### config.mk
export PLATFORM = sky130hd
export DESIGN_NAME = mcc_main_clock_ctrl
export DESIGN_NICKNAME = d
export VERILOG_FILES = /design/src/design/mcc_pkg.sv /design/src/design/mcc_main_clock_ctrl.sv
export SDC_FILE = /design/constraint.sdc
export NUM_CORES = 1
export LEC_CHECK = 0
export BUFFER_PORTS_ARGS = -buffer_cell sky130_fd_sc_hd__buf_2
export CORE_ASPECT_RATIO = 1.4
export CORE_UTILIZATION = 30
export DETAILED_ROUTE_END_ITERATION = 8
export GPL_ROUTABILITY_DRIVEN = 0
export MAX_ROUTING_LAYER = met4
export SYNTH_ARGS = -nofsm -noshare
export SYNTH_HDL_FRONTEND = slang
export SYNTH_SLANG_ARGS = --single-unit
### constraint.sdc
create_clock -name clk_i -period 2.6 [get_ports clk_i]
set_input_delay 0.13 -clock clk_i [delete_from_list [all_inputs] [get_ports clk_i]]
set_output_delay 0.13 -clock clk_i [all_outputs]
set_load 0.01 [all_outputs]
### src/design/mcc_pkg.sv
package mcc_pkg;
  // ---------------------------------------------------------------
  // register map (word offsets on wishbone)
  // ---------------------------------------------------------------
  localparam logic [3:0] MCC_ADR_STATUS = 4'h0;
  localparam logic [3:0] MCC_ADR_TONE   = 4'h4;
  localparam logic [3:0] MCC_ADR_POWER  = 4'h8;
  localparam logic [7:0] MCC_STATUS_RST = 8'h00;
  localparam logic [7:0] MCC_TONE_RST   = 8'h00;
  localparam int         MCC_BIT_CLKOUT = 7;
  localparam int         MCC_BIT_SLOW   = 4;
  localparam int         MCC_BIT_TIE    = 1;
  localparam int         MCC_BIT_FLAG   = 0;
  // ---------------------------------------------------------------
  // counts in oscillator cycles
  // ---------------------------------------------------------------
  localparam logic [17:0] MCC_TB0 = 18'd16000;
  localparam logic [17:0] MCC_TB1 = 18'd32000;
  localparam logic [17:0] MCC_TB2 = 18'd80000;
  localparam logic [17:0] MCC_TB3 = 18'd200000;
  // half periods of the tone at 8 MHz: 2 kHz, 1 kHz, 500 Hz
  localparam logic [13:0] MCC_TONE1 = 14'd2000;
  localparam logic [13:0] MCC_TONE2 = 14'd4000;
  localparam logic [13:0] MCC_TONE3 = 14'd8000;

  typedef enum logic [1:0] {MCC_RUN, MCC_WAIT, MCC_AHALT, MCC_HALT} mcc_pwr_t;

  typedef struct packed {
    logic [7:0]  status;
    logic [1:0]  tone_sel;
    logic [1:0]  tb_cur;
    logic [17:0] tb_cnt;
    logic [3:0]  pre_cnt;
    logic        core_clk;
    logic [13:0] tone_cnt;
    logic        tone;
    mcc_pwr_t    pwr;
    logic [31:0] rdata;
    logic        ack;
  } mcc_state_t;
endpackage : mcc_pkg

### src/design/mcc_main_clock_ctrl.sv
// The register offsets and register access over Wishbone were left to the implementer.
`timescale 1ns/1ps
module mcc_main_clock_ctrl
  import mcc_pkg::*;
(
  input  wire logic        clk_i,
  input  wire logic        rst_i,
  input  wire logic        cyc_i,
  input  wire logic        stb_i,
  input  wire logic        we_i,
  input  wire logic [3:0]  adr_i,
  input  wire logic [3:0]  sel_i,
  input  wire logic [31:0] dat_i,
  output logic      [31:0] dat_o,
  output logic             ack_o,
  input  wire logic        halt_exec_i,
  input  wire logic        wait_exec_i,
  input  wire logic        halt_wake_i,
  output logic             core_clk_o,
  output logic             clock_out_pin_o,
  output logic             clock_out_pin_oe_o,
  output logic             tone_pin_o,
  output logic             tone_pin_oe_o,
  output logic             tick_irq_o,
  output logic             active_halt_o,
  output logic             full_halt_o
);
  // ---------------------------------------------------------------
  // decoding helpers
  // ---------------------------------------------------------------
  function automatic logic [17:0] tb_len(input logic [1:0] s);
    case (s)
      2'b00:   tb_len = MCC_TB0;
      2'b01:   tb_len = MCC_TB1;
      2'b10:   tb_len = MCC_TB2;
      default: tb_len = MCC_TB3;
    endcase
  endfunction : tb_len

  function automatic logic [13:0] tone_len(input logic [1:0] s);
    case (s)
      2'b01:   tone_len = MCC_TONE1;
      2'b10:   tone_len = MCC_TONE2;
      default: tone_len = MCC_TONE3;
    endcase
  endfunction : tone_len

  mcc_state_t s;
  mcc_state_t next_s;
  logic       wr;
  logic       rd;
  logic       tb_end;
  logic       frozen;
  logic       tick;
  logic [3:0] pre_top;

  assign wr      = cyc_i && stb_i && we_i && !s.ack && sel_i[0];
  assign rd      = cyc_i && stb_i && !we_i && !s.ack;
  assign frozen  = (s.pwr == MCC_AHALT) || (s.pwr == MCC_HALT);
  assign tb_end  = s.tb_cnt == tb_len(s.tb_cur) - 18'd1;
  assign tick    = tb_end && (s.pwr != MCC_HALT);
  // divide by 2^(ratio+1): toggle every 2^ratio cycles
  assign pre_top = 4'((5'd1 << s.status[6:5]) - 5'd1);

  // ---------------------------------------------------------------
  // next state
  // ---------------------------------------------------------------
  always_comb begin
    next_s     = s;
    next_s.ack = cyc_i && stb_i && !s.ack;
    // full halt stops the time base entirely
    if (s.pwr != MCC_HALT) begin
      next_s.tb_cnt = tb_end ? 18'd0 : s.tb_cnt + 18'd1;
      if (tb_end) begin
        next_s.tb_cur = s.status[3:2];
      end
    end
    // core clock keeps running in every mode but full halt
    if (s.pwr != MCC_HALT) begin
      if (!s.status[MCC_BIT_SLOW]) begin
        next_s.pre_cnt  = 4'h0;
        next_s.core_clk = !s.core_clk;
      end else if (s.pre_cnt >= pre_top) begin
        next_s.pre_cnt  = 4'h0;
        next_s.core_clk = !s.core_clk;
      end else begin
        next_s.pre_cnt = s.pre_cnt + 4'h1;
      end
    end
    // beeper also runs in active-halt
    if (s.tone_sel == 2'b00 || s.pwr == MCC_HALT) begin
      next_s.tone_cnt = 14'h0;
      next_s.tone     = 1'b0;
    end else if (s.tone_cnt >= tone_len(s.tone_sel) - 14'd1) begin
      next_s.tone_cnt = 14'h0;
      next_s.tone     = !s.tone;
    end else begin
      next_s.tone_cnt = s.tone_cnt + 14'h1;
    end
    // registers: frozen in active-halt and full halt
    if (!frozen && wr && adr_i == MCC_ADR_STATUS) begin
      next_s.status[7:1] = dat_i[7:1];
    end
    if (!frozen && wr && adr_i == MCC_ADR_TONE) begin
      next_s.tone_sel = dat_i[1:0];
    end
    next_s.rdata = 32'h0;
    if (rd) begin
      case (adr_i)
        MCC_ADR_STATUS: next_s.rdata = {24'h0, s.status};
        MCC_ADR_TONE:   next_s.rdata = {30'h0, s.tone_sel};
        MCC_ADR_POWER:  next_s.rdata = {30'h0, s.pwr};
        default:        next_s.rdata = 32'h0;
      endcase
    end
    // set wins over the read clear
    if (rd && adr_i == MCC_ADR_STATUS && !frozen) begin
      next_s.status[MCC_BIT_FLAG] = 1'b0;
    end
    if (tick) begin
      next_s.status[MCC_BIT_FLAG] = 1'b1;
    end
    // power state; wait leaves all logic untouched
    case (s.pwr)
      MCC_RUN: begin
        if (halt_exec_i) begin
          next_s.pwr = s.status[MCC_BIT_TIE] ? MCC_AHALT : MCC_HALT;
        end else if (wait_exec_i) begin
          next_s.pwr = MCC_WAIT;
        end
      end
      MCC_WAIT: begin
        if ((tick && s.status[MCC_BIT_TIE]) || halt_wake_i) begin
          next_s.pwr = MCC_RUN;
        end
      end
      MCC_AHALT: begin
        if ((tick && s.status[MCC_BIT_TIE]) || halt_wake_i) begin
          next_s.pwr = MCC_RUN;
        end
      end
      MCC_HALT: begin
        if (halt_wake_i) begin
          next_s.pwr = MCC_RUN;
        end
      end
      default: next_s.pwr = MCC_RUN;
    endcase
  end

  always_ff @(posedge clk_i) begin
    if (rst_i) begin
      s        <= '0;
      s.status <= MCC_STATUS_RST;
      s.pwr    <= MCC_RUN;
    end else begin
      s <= next_s;
    end
  end

  // ---------------------------------------------------------------
  // outputs
  // ---------------------------------------------------------------
  assign dat_o              = s.rdata;
  assign ack_o              = s.ack;
  assign core_clk_o         = s.core_clk;
  // pin is released to general i/o when clock-out is off
  assign clock_out_pin_oe_o = s.status[MCC_BIT_CLKOUT];
  assign clock_out_pin_o    = s.core_clk && s.status[MCC_BIT_CLKOUT]
                              && (s.pwr != MCC_AHALT);
  assign tone_pin_oe_o      = s.tone_sel != 2'b00;
  assign tone_pin_o         = s.tone;
  assign tick_irq_o         = s.status[MCC_BIT_FLAG] && s.status[MCC_BIT_TIE];
  assign active_halt_o      = s.pwr == MCC_AHALT;
  assign full_halt_o        = s.pwr == MCC_HALT;

  // ---------------------------------------------------------------
  // checks
  // ---------------------------------------------------------------
  property p_irq;
    @(posedge clk_i) disable iff (rst_i)
      tick_irq_o |-> (s.status[0] && s.status[1]);
  endproperty
  a_irq: assert property (p_irq) else $error("irq without flag and enable");
  property p_flag_set;
    @(posedge clk_i) disable iff (rst_i)
      tick |=> s.status[0];
  endproperty
  a_flag_set: assert property (p_flag_set) else $error("tick did not set flag");
  property p_read_clear;
    @(posedge clk_i) disable iff (rst_i)
      (rd && adr_i == MCC_ADR_STATUS && !frozen && !tick) |=> !s.status[0];
  endproperty
  a_read_clear: assert property (p_read_clear) else $error("read kept flag");
  property p_ahalt_pin;
    @(posedge clk_i) disable iff (rst_i)
      active_halt_o |-> !clock_out_pin_o;
  endproperty
  a_ahalt_pin: assert property (p_ahalt_pin) else $error("clock out in active halt");
  property p_halt_freeze;
    @(posedge clk_i) disable iff (rst_i)
      (full_halt_o && !halt_wake_i) |=> $stable(s.tb_cnt);
  endproperty
  a_halt_freeze: assert property (p_halt_freeze) else $error("counter ran in halt");
  property p_no_wake;
    @(posedge clk_i) disable iff (rst_i)
      (full_halt_o && !halt_wake_i) |=> full_halt_o;
  endproperty
  a_no_wake: assert property (p_no_wake) else $error("left halt without wake");
  property p_enter;
    @(posedge clk_i) disable iff (rst_i)
      (s.pwr == MCC_RUN && halt_exec_i && s.status[1]) |=> active_halt_o;
  endproperty
  a_enter: assert property (p_enter) else $error("no active halt entry");
  property p_tb_hold;
    @(posedge clk_i) disable iff (rst_i)
      !tb_end |=> $stable(s.tb_cur);
  endproperty
  a_tb_hold: assert property (p_tb_hold) else $error("time base changed mid period");
  property p_normal;
    @(posedge clk_i) disable iff (rst_i)
      (!s.status[4] && !full_halt_o) |=> (core_clk_o != $past(core_clk_o));
  endproperty
  a_normal: assert property (p_normal) else $error("core clock not toggling");
  // ---------------------------------------------------------------
  // time base checks
  // ---------------------------------------------------------------
  property p_tick_end;
    @(posedge clk_i) disable iff (rst_i)
      tick |=> (s.tb_cnt == 18'd0);
  endproperty
  a_tick_end: assert property (p_tick_end) else $error("divider not restarted");
  property p_tb_count;
    @(posedge clk_i) disable iff (rst_i)
      (!full_halt_o && !tb_end) |=> (s.tb_cnt == $past(s.tb_cnt) + 18'd1);
  endproperty
  a_tb_count: assert property (p_tb_count) else $error("divider skipped a cycle");
  property p_tb_latch;
    @(posedge clk_i) disable iff (rst_i)
      tick |=> (s.tb_cur == $past(s.status[3:2]));
  endproperty
  a_tb_latch: assert property (p_tb_latch) else $error("base not taken at period end");
  property p_tb_range;
    @(posedge clk_i) disable iff (rst_i)
      s.tb_cnt < tb_len(s.tb_cur);
  endproperty
  a_tb_range: assert property (p_tb_range) else $error("divider past period");
  property p_tick_halt;
    @(posedge clk_i) disable iff (rst_i)
      full_halt_o |-> !tick;
  endproperty
  a_tick_halt: assert property (p_tick_halt) else $error("tick during full halt");
  property p_flag_hold;
    @(posedge clk_i) disable iff (rst_i)
      (!tick && !(rd && adr_i == MCC_ADR_STATUS && !frozen)) |=> $stable(s.status[0]);
  endproperty
  a_flag_hold: assert property (p_flag_hold) else $error("flag moved without cause");
  // ---------------------------------------------------------------
  // clock and tone checks
  // ---------------------------------------------------------------
  property p_clkout_follow;
    @(posedge clk_i) disable iff (rst_i)
      (clock_out_pin_oe_o && !active_halt_o) |-> (clock_out_pin_o == core_clk_o);
  endproperty
  a_clkout_follow: assert property (p_clkout_follow) else $error("clock out wrong");
  property p_clkout_off;
    @(posedge clk_i) disable iff (rst_i)
      !clock_out_pin_oe_o |-> !clock_out_pin_o;
  endproperty
  a_clkout_off: assert property (p_clkout_off) else $error("clock out while released");
  property p_slow_hold;
    @(posedge clk_i) disable iff (rst_i)
      (s.status[4] && !full_halt_o && s.pre_cnt < pre_top) |=> $stable(core_clk_o);
  endproperty
  a_slow_hold: assert property (p_slow_hold) else $error("slow clock toggled early");
  property p_halt_clk;
    @(posedge clk_i) disable iff (rst_i)
      full_halt_o |=> $stable(core_clk_o);
  endproperty
  a_halt_clk: assert property (p_halt_clk) else $error("core clock ran in halt");
  property p_tone_off;
    @(posedge clk_i) disable iff (rst_i)
      (s.tone_sel == 2'b00) |=> !tone_pin_o;
  endproperty
  a_tone_off: assert property (p_tone_off) else $error("tone while off");
  property p_tone_hold;
    @(posedge clk_i) disable iff (rst_i)
      (s.tone_sel != 2'b00 && !full_halt_o && s.tone_cnt < tone_len(s.tone_sel) - 14'd1)
      |=> $stable(tone_pin_o);
  endproperty
  a_tone_hold: assert property (p_tone_hold) else $error("tone toggled early");
  // ---------------------------------------------------------------
  // power checks
  // ---------------------------------------------------------------
  property p_frozen_regs;
    @(posedge clk_i) disable iff (rst_i)
      frozen |=> ($stable(s.status[7:1]) && $stable(s.tone_sel));
  endproperty
  a_frozen_regs: assert property (p_frozen_regs) else $error("register moved while frozen");
  property p_ahalt_wake;
    @(posedge clk_i) disable iff (rst_i)
      (active_halt_o && tick && s.status[1]) |=> !active_halt_o;
  endproperty
  a_ahalt_wake: assert property (p_ahalt_wake) else $error("tick did not wake");
  property p_wait_wake;
    @(posedge clk_i) disable iff (rst_i)
      (s.pwr == MCC_WAIT && tick && s.status[1]) |=> (s.pwr == MCC_RUN);
  endproperty
  a_wait_wake: assert property (p_wait_wake) else $error("tick did not end wait");
  property p_wait_only_run;
    @(posedge clk_i) disable iff (rst_i)
      (s.pwr == MCC_WAIT) |=> (s.pwr == MCC_WAIT || s.pwr == MCC_RUN);
  endproperty
  a_wait_only_run: assert property (p_wait_only_run) else $error("wait left wrongly");
  property p_enter_full;
    @(posedge clk_i) disable iff (rst_i)
      (s.pwr == MCC_RUN && halt_exec_i && !s.status[1]) |=> full_halt_o;
  endproperty
  a_enter_full: assert property (p_enter_full) else $error("no full halt entry");
  // ---------------------------------------------------------------
  // bus checks
  // ---------------------------------------------------------------
  property p_ack_pulse;
    @(posedge clk_i) disable iff (rst_i)
      ack_o |=> !ack_o;
  endproperty
  a_ack_pulse: assert property (p_ack_pulse) else $error("ack longer than one cycle");
  property p_ack_resp;
    @(posedge clk_i) disable iff (rst_i)
      (cyc_i && stb_i && !ack_o) |=> ack_o;
  endproperty
  a_ack_resp: assert property (p_ack_resp) else $error("request not answered");
  property p_write_status;
    @(posedge clk_i) disable iff (rst_i)
      (!frozen && wr && adr_i == MCC_ADR_STATUS) |=> (s.status[7:1] == $past(dat_i[7:1]));
  endproperty
  a_write_status: assert property (p_write_status) else $error("write not applied");
  property p_read_data;
    @(posedge clk_i) disable iff (rst_i)
      (rd && adr_i == MCC_ADR_STATUS) |=> (dat_o[7:0] == $past(s.status));
  endproperty
  a_read_data: assert property (p_read_data) else $error("status read data wrong");
  property p_rd_zero;
    @(posedge clk_i) disable iff (rst_i)
      (rd && adr_i != MCC_ADR_STATUS && adr_i != MCC_ADR_TONE && adr_i != MCC_ADR_POWER)
      |=> (dat_o == 32'h0);
  endproperty
  a_rd_zero: assert property (p_rd_zero) else $error("unmapped read not zero");
  c_wait:  cover property (@(posedge clk_i) s.pwr == MCC_WAIT ##1 s.pwr == MCC_RUN);
  c_fhalt: cover property (@(posedge clk_i) full_halt_o ##1 !full_halt_o);
  c_tick:  cover property (@(posedge clk_i) tick);
  c_ahalt: cover property (@(posedge clk_i) active_halt_o ##1 !active_halt_o);
  c_tone:  cover property (@(posedge clk_i) $rose(tone_pin_o));
endmodule : mcc_main_clock_ctrl

* After elaboration in Yosys (flattened, before gate mapping)
Index checks and enable logic that the tools add are counted.
Word-level totals: flip-flop bits (word level) 85
Operators by class: equality and inequality tests 16, shift-type cells 1, reductions and logical operators 38, $lt $le $gt $ge 2, bitwise logic cells 1, $add $sub $neg 6, mux-type cells 16
Operator list (count):
- $pmux 18 s3 | 1
- $pmux 13 s2 | 1
- $pmux 8 s3 | 1
- $add 18x1->18 const B | 1
- $eq 18x18->1 | 1
- $mux 18 | 1
- $sub 18x1->18 const B | 1
- $logic_and 1x1->1 | 17
- $add 14x1->14 const B | 1
- $ge 14x14->1 | 1
- $mux 14 | 1
- $sub 14x1->14 const B | 1
- $eq 2x2->1 const B | 4
- $mux 2 | 4
- $eq 2x1->1 const B | 3
- $logic_not 2->1 | 3
- $ne 2x2->1 const B | 3
- $pmux 2 s3 | 1
- $reduce_or 2->1 | 3
- $logic_not 1->1 | 5
- $mux 5 | 1
- $add 4x1->4 const B | 1
- $eq 4x3->1 const B | 1
- $eq 4x4->1 const B | 1
- other kinds (14) | 22

* Logic depth before layout (Yosys ltp)
depth in word-level cells 9, gate-level depth with buffers 10

* Least setup slack after synthesis
OpenSTA, ideal clock, no wires.
path type reg2reg, start register s[75] in the netlist's numbering, end register s[42] in the netlist's numbering, required time 2.535 ns, period minus slack after synthesis 2.175 ns, path slack 0.425 ns, buffers on the path 1, data arrival time 2.109 ns, stages on the path, launching flop included 10, path through dfxtp_1 > inv_1 > ha_1 > inv_1 > ha_1 > a221o_1 > o2111ai_1 > nand3_1 > clkbuf_1 > nor2_1
Between the ends: cells in the longest elaborated chain, start to end 6, elaborated cells between the ends (all ways) 9
Ends and longest elaborated chain:
- start, declared | line mcc_main_clock_ctrl.sv:48 | mcc_state_t s;
- start signal, assigned | line mcc_main_clock_ctrl.sv:157 | s <= next_s;
- $eq 2x2->1 / $eq 2x1->1 (equally long branches) | line mcc_main_clock_ctrl.sv:41 | case (s)
- $pmux 13 s2 | line mcc_main_clock_ctrl.sv:41
- $mux 14 | line mcc_main_clock_ctrl.sv:91 | if (s.tone_sel == 2'b00 || s.pwr == MCC_HALT) begin
- $sub 14x1->14 | line mcc_main_clock_ctrl.sv:94 | end else if (s.tone_cnt >= tone_len(s.tone_sel) - 14'd1) begin
- $ge 14x14->1 | line mcc_main_clock_ctrl.sv:94
- $reduce_or 3->1 (no line) (*)
Every way passes the cells marked *; elsewhere a longest branch is shown, timed or not. The select of a mux whose other input is x is not followed. A chain may end at the register's enable or synchronous reset.

* Final worst setup path
start register s[75] in the netlist's numbering, end register s[45] in the netlist's numbering
Same word-level chain as after synthesis.

==> qor.yml <==
status:
  status: "complete, no violations"
worst_setup_path:
  setup_crit_end: "s[45]"
  crit_arrival_ns: 2.63
  worst-setup-path-type: "reg2reg"
  cp.required_ns: 2.86
  path_max_fanout: 14
  setup.worst_path.start_class: "flop"
  reg2reg_setup_slack_ns: 0.23
  crit_path_launch: "s[75]"
  r2r_start: "s[75]"
  regToRegEndpoint: "s[45]"
  critical_path.endpoint_type: "flop"
  timing.reg2reg.worst_path_depth: 9
cells_and_area:
  finish.instance_area_sq_mm: 0.00393
  diodes: 0
  mostFrequentLayoutCell: "sky130_fd_sc_hd__nor2_1"
  post_route_cells_drive_above_1_share: 0.176
  synthToLayoutAreaGrowth_pct: 13.7
  register_area_sq_mm: 0.00122
  layout.cells.most_common_list: "63 x sky130_fd_sc_hd__nor2_1, 61 x sky130_fd_sc_hd__dfxtp_1, 37 x sky130_fd_sc_hd__buf_2"
  multiInputGateArea_sq_mm: 0.00195
  fillCellCount: 1206
  layout.nets: 483
power_and_ir_drop:
  power-per-cell-area_mw_per_mm2: 612
  switching_power_uw: 545
  p_int_uw: 1860
  pwr-share-comb: 0.073
  sequentialPowerShare: 0.407
  power.switching_fraction: 0.226
  vdd.ir_drop.worst_mv: 0.308
  power.static_leakage_uw: 0.00154
  clock_power_frac: 0.520
  fin_total_pwr_uw: 2410
placed_design:
  detailed_place_hpwl_mm: 5.31
  number_of_port_buffers: 37
  post_dp_cell_area_sq_mm: 0.00362
timing:
  post-route-min-period_ns: 2.37
  fin_worst_skew_ns: 0.00474
  unrepaired_setup_endpoints_after_global_routing: "false"
  timing.final.max_slew_violations: 0
  max-slew-margin-rel: 0.530
  final.hold.worst_slack_ns: 0.0488
  final.setup.tns_ns: 0
  hold_viol: 0
  fmax_mhz: 423
  slew_at_the_pin_with_the_worst_max_slew_slack_ns: 0.700
  timing.final.setup_violations: 0
  post-route-period-util: 0.910
worst_hold_path:
  min-delay-start: "dat_i[7]"
  min-delay-path-class: "in2reg"
job:
  timing.max_cap.violations: 0
yosys:
  synth-edff-count: 0
  synth_sequential_area_ratio: 0.353
  ys_dominant_reg_cell: "sky130_fd_sc_hd__dfxtp_1"
  area_of_the_mapped_netlist_sq_mm: 0.00346
  ys_async_sr_fraction: 0
  yosysUniqueCellTypes: 57
  synth_warnings: 0
  synth_cells: 384
  synth_area_per_cell_sq_um: 9.01
  ys_ff_latch: 61
routing:
  detail_route.wl_per_cell_um: 12.4
  dr_total_vias: 2624
  drt_first_pass_iters: 4
  number_of_design_rule_violations_left_by_the_first_detailed_router_iteration: 125
  detail_route.drc_violations: 0
  avgViaCountPerCell: 4.64
  detail_route.wirelength_mm: 6.99
  ant_nets: 0
floorplan:
  fp.dieH_um: 129
  initial_core_util: 0.307
  floorplan.rows: 46
  placeableCoreArea_sq_mm: 0.0113
  design.die.area_sq_mm: 0.0120
  die_width_um: 92.7
  num_io_pins: 89
clock_tree:
  cts_root_cell: "sky130_fd_sc_hd__clkbuf_16"
  insertion_delay_ns: 0.32
  cts_hold_buf: 0
  cts_setup_buffers: 0
  cts-htree-levels: 3
  cts.path.max_buffers: 2
  cts_tree: "built"
  cts_inserted_buffers: 9
  cts.sink_count: 61
  post_cts.resized_instances: 0
  clk_pin_slew_worst_paths_ns: 0.05
global_route:
  pin_count_of_the_biggest_net_entering_global_routing: 24
  gr-total-overflow: 0
  grt_first_pass_wirelength_mm: 11.6
  antenna_violations_before_repair: 0
  grt_pass1_vias: 2469
  all_layer_global_routing_usage: 0.125
-- through the flow --
step	instances	worst slack [ns]	util
finish	565	0.235	0.349
global route	565	0.0658	0.349
CTS	565	0.215	0.349
detailed placement	549	0.248	0.321
global placement	549	0.365	0.321
floorplan	407	0.425	-
-- power by group through the flow --
stage | Combinational [uW] | Sequential, uW | Clock (uW)
floorplan | 147 | 993 | 0
global placement | 171 | 998 | 0
detailed placement | 176 | 999 | 0
CTS | 177 | 978 | 1280
global route | 199 | 981 | 1320
finish | 176 | 980 | 1250
-- how the worst min path moves through the flow --
stage                                    end  cells past startpoint
after floorplan                        s[34]                      2
after global placement    clock_out_pin_oe_o                      3
after detailed placement  clock_out_pin_oe_o                      3
after CTS                 clock_out_pin_oe_o                      3
after global routing                   s[81]                      3
final                     clock_out_pin_oe_o                      3
-- registers in the layout, summed over array words and instances (netlist names) --
| signal | cells |
|---|---|
| clock_out_pin_oe_o | 1 |
| tone_pin_o | 1 |
| ack_o | 1 |
| s | 49 |
| dat_o | 8 |
| core_clk_o | 1 |
-- cell families after synthesis --
logic type	count (synthesis)	share of synthesized area
simple gates	163	0.250
flops	61	0.353
buf+inv	56	0.107
compound gates	38	0.0937
xor+xnor	32	0.0810
fa+ha+maj	19	0.0687
mux	14	0.0456
other cells	1	0.00108
-- cell usage after synthesis (all sizes together), types with 3 or more instances --
master   n  share of area
nor2    63          0.068
dfxtp   61           0.35
buf     38          0.087
nand2   23          0.025
ha      19          0.069
xor2    18          0.046
nand3   17          0.025
inv     14          0.015
xnor2   14          0.035
mux2i   13          0.041
a21oi   12          0.018
nand4   10          0.022
and2     8          0.014
and3     8          0.015
nand2b   6          0.015
nor3     5         0.0072
o21ai    5         0.0072
clkbuf   4         0.0043
nand4b   4          0.010
nor2b    4         0.0072
nor4     4          0.012
o31ai    4          0.013
or3      3         0.0069
-- routing by layer --
layer  vias to the layer above  part of all wire  GRT usage
met4                         0             0.012     0.0516
met2                        44              0.50      0.209
met3                         7             0.025     0.0200
met1                      1243              0.46      0.148
met5                         -                 0          -
li1                       1330                 -          -
-- worst max-delay path, cell delays in order (launching register included) --
cell and delay (ns):
sky130_fd_sc_hd__dfxtp_1 0.40, sky130_fd_sc_hd__inv_1 0.09, sky130_fd_sc_hd__ha_1 0.35, sky130_fd_sc_hd__inv_1 0.07
sky130_fd_sc_hd__ha_1 0.29, sky130_fd_sc_hd__a221o_1 0.32, sky130_fd_sc_hd__o2111ai_1 0.33, sky130_fd_sc_hd__nand3_1 0.13
sky130_fd_sc_hd__buf_4 0.21, sky130_fd_sc_hd__nor2_1 0.11
-- area by class of cell --
cell class / count / area share
multi-input cells: 290 / 0.497
flip-flops and latches: 61 / 0.311
clock buffers: 10 / 0.0582
repair buffers: 40 / 0.0528
well taps: 144 / 0.0458
clock inverters: 6 / 0.0223
inverters: 14 / 0.0134
(Power assumes the default switching activity.)
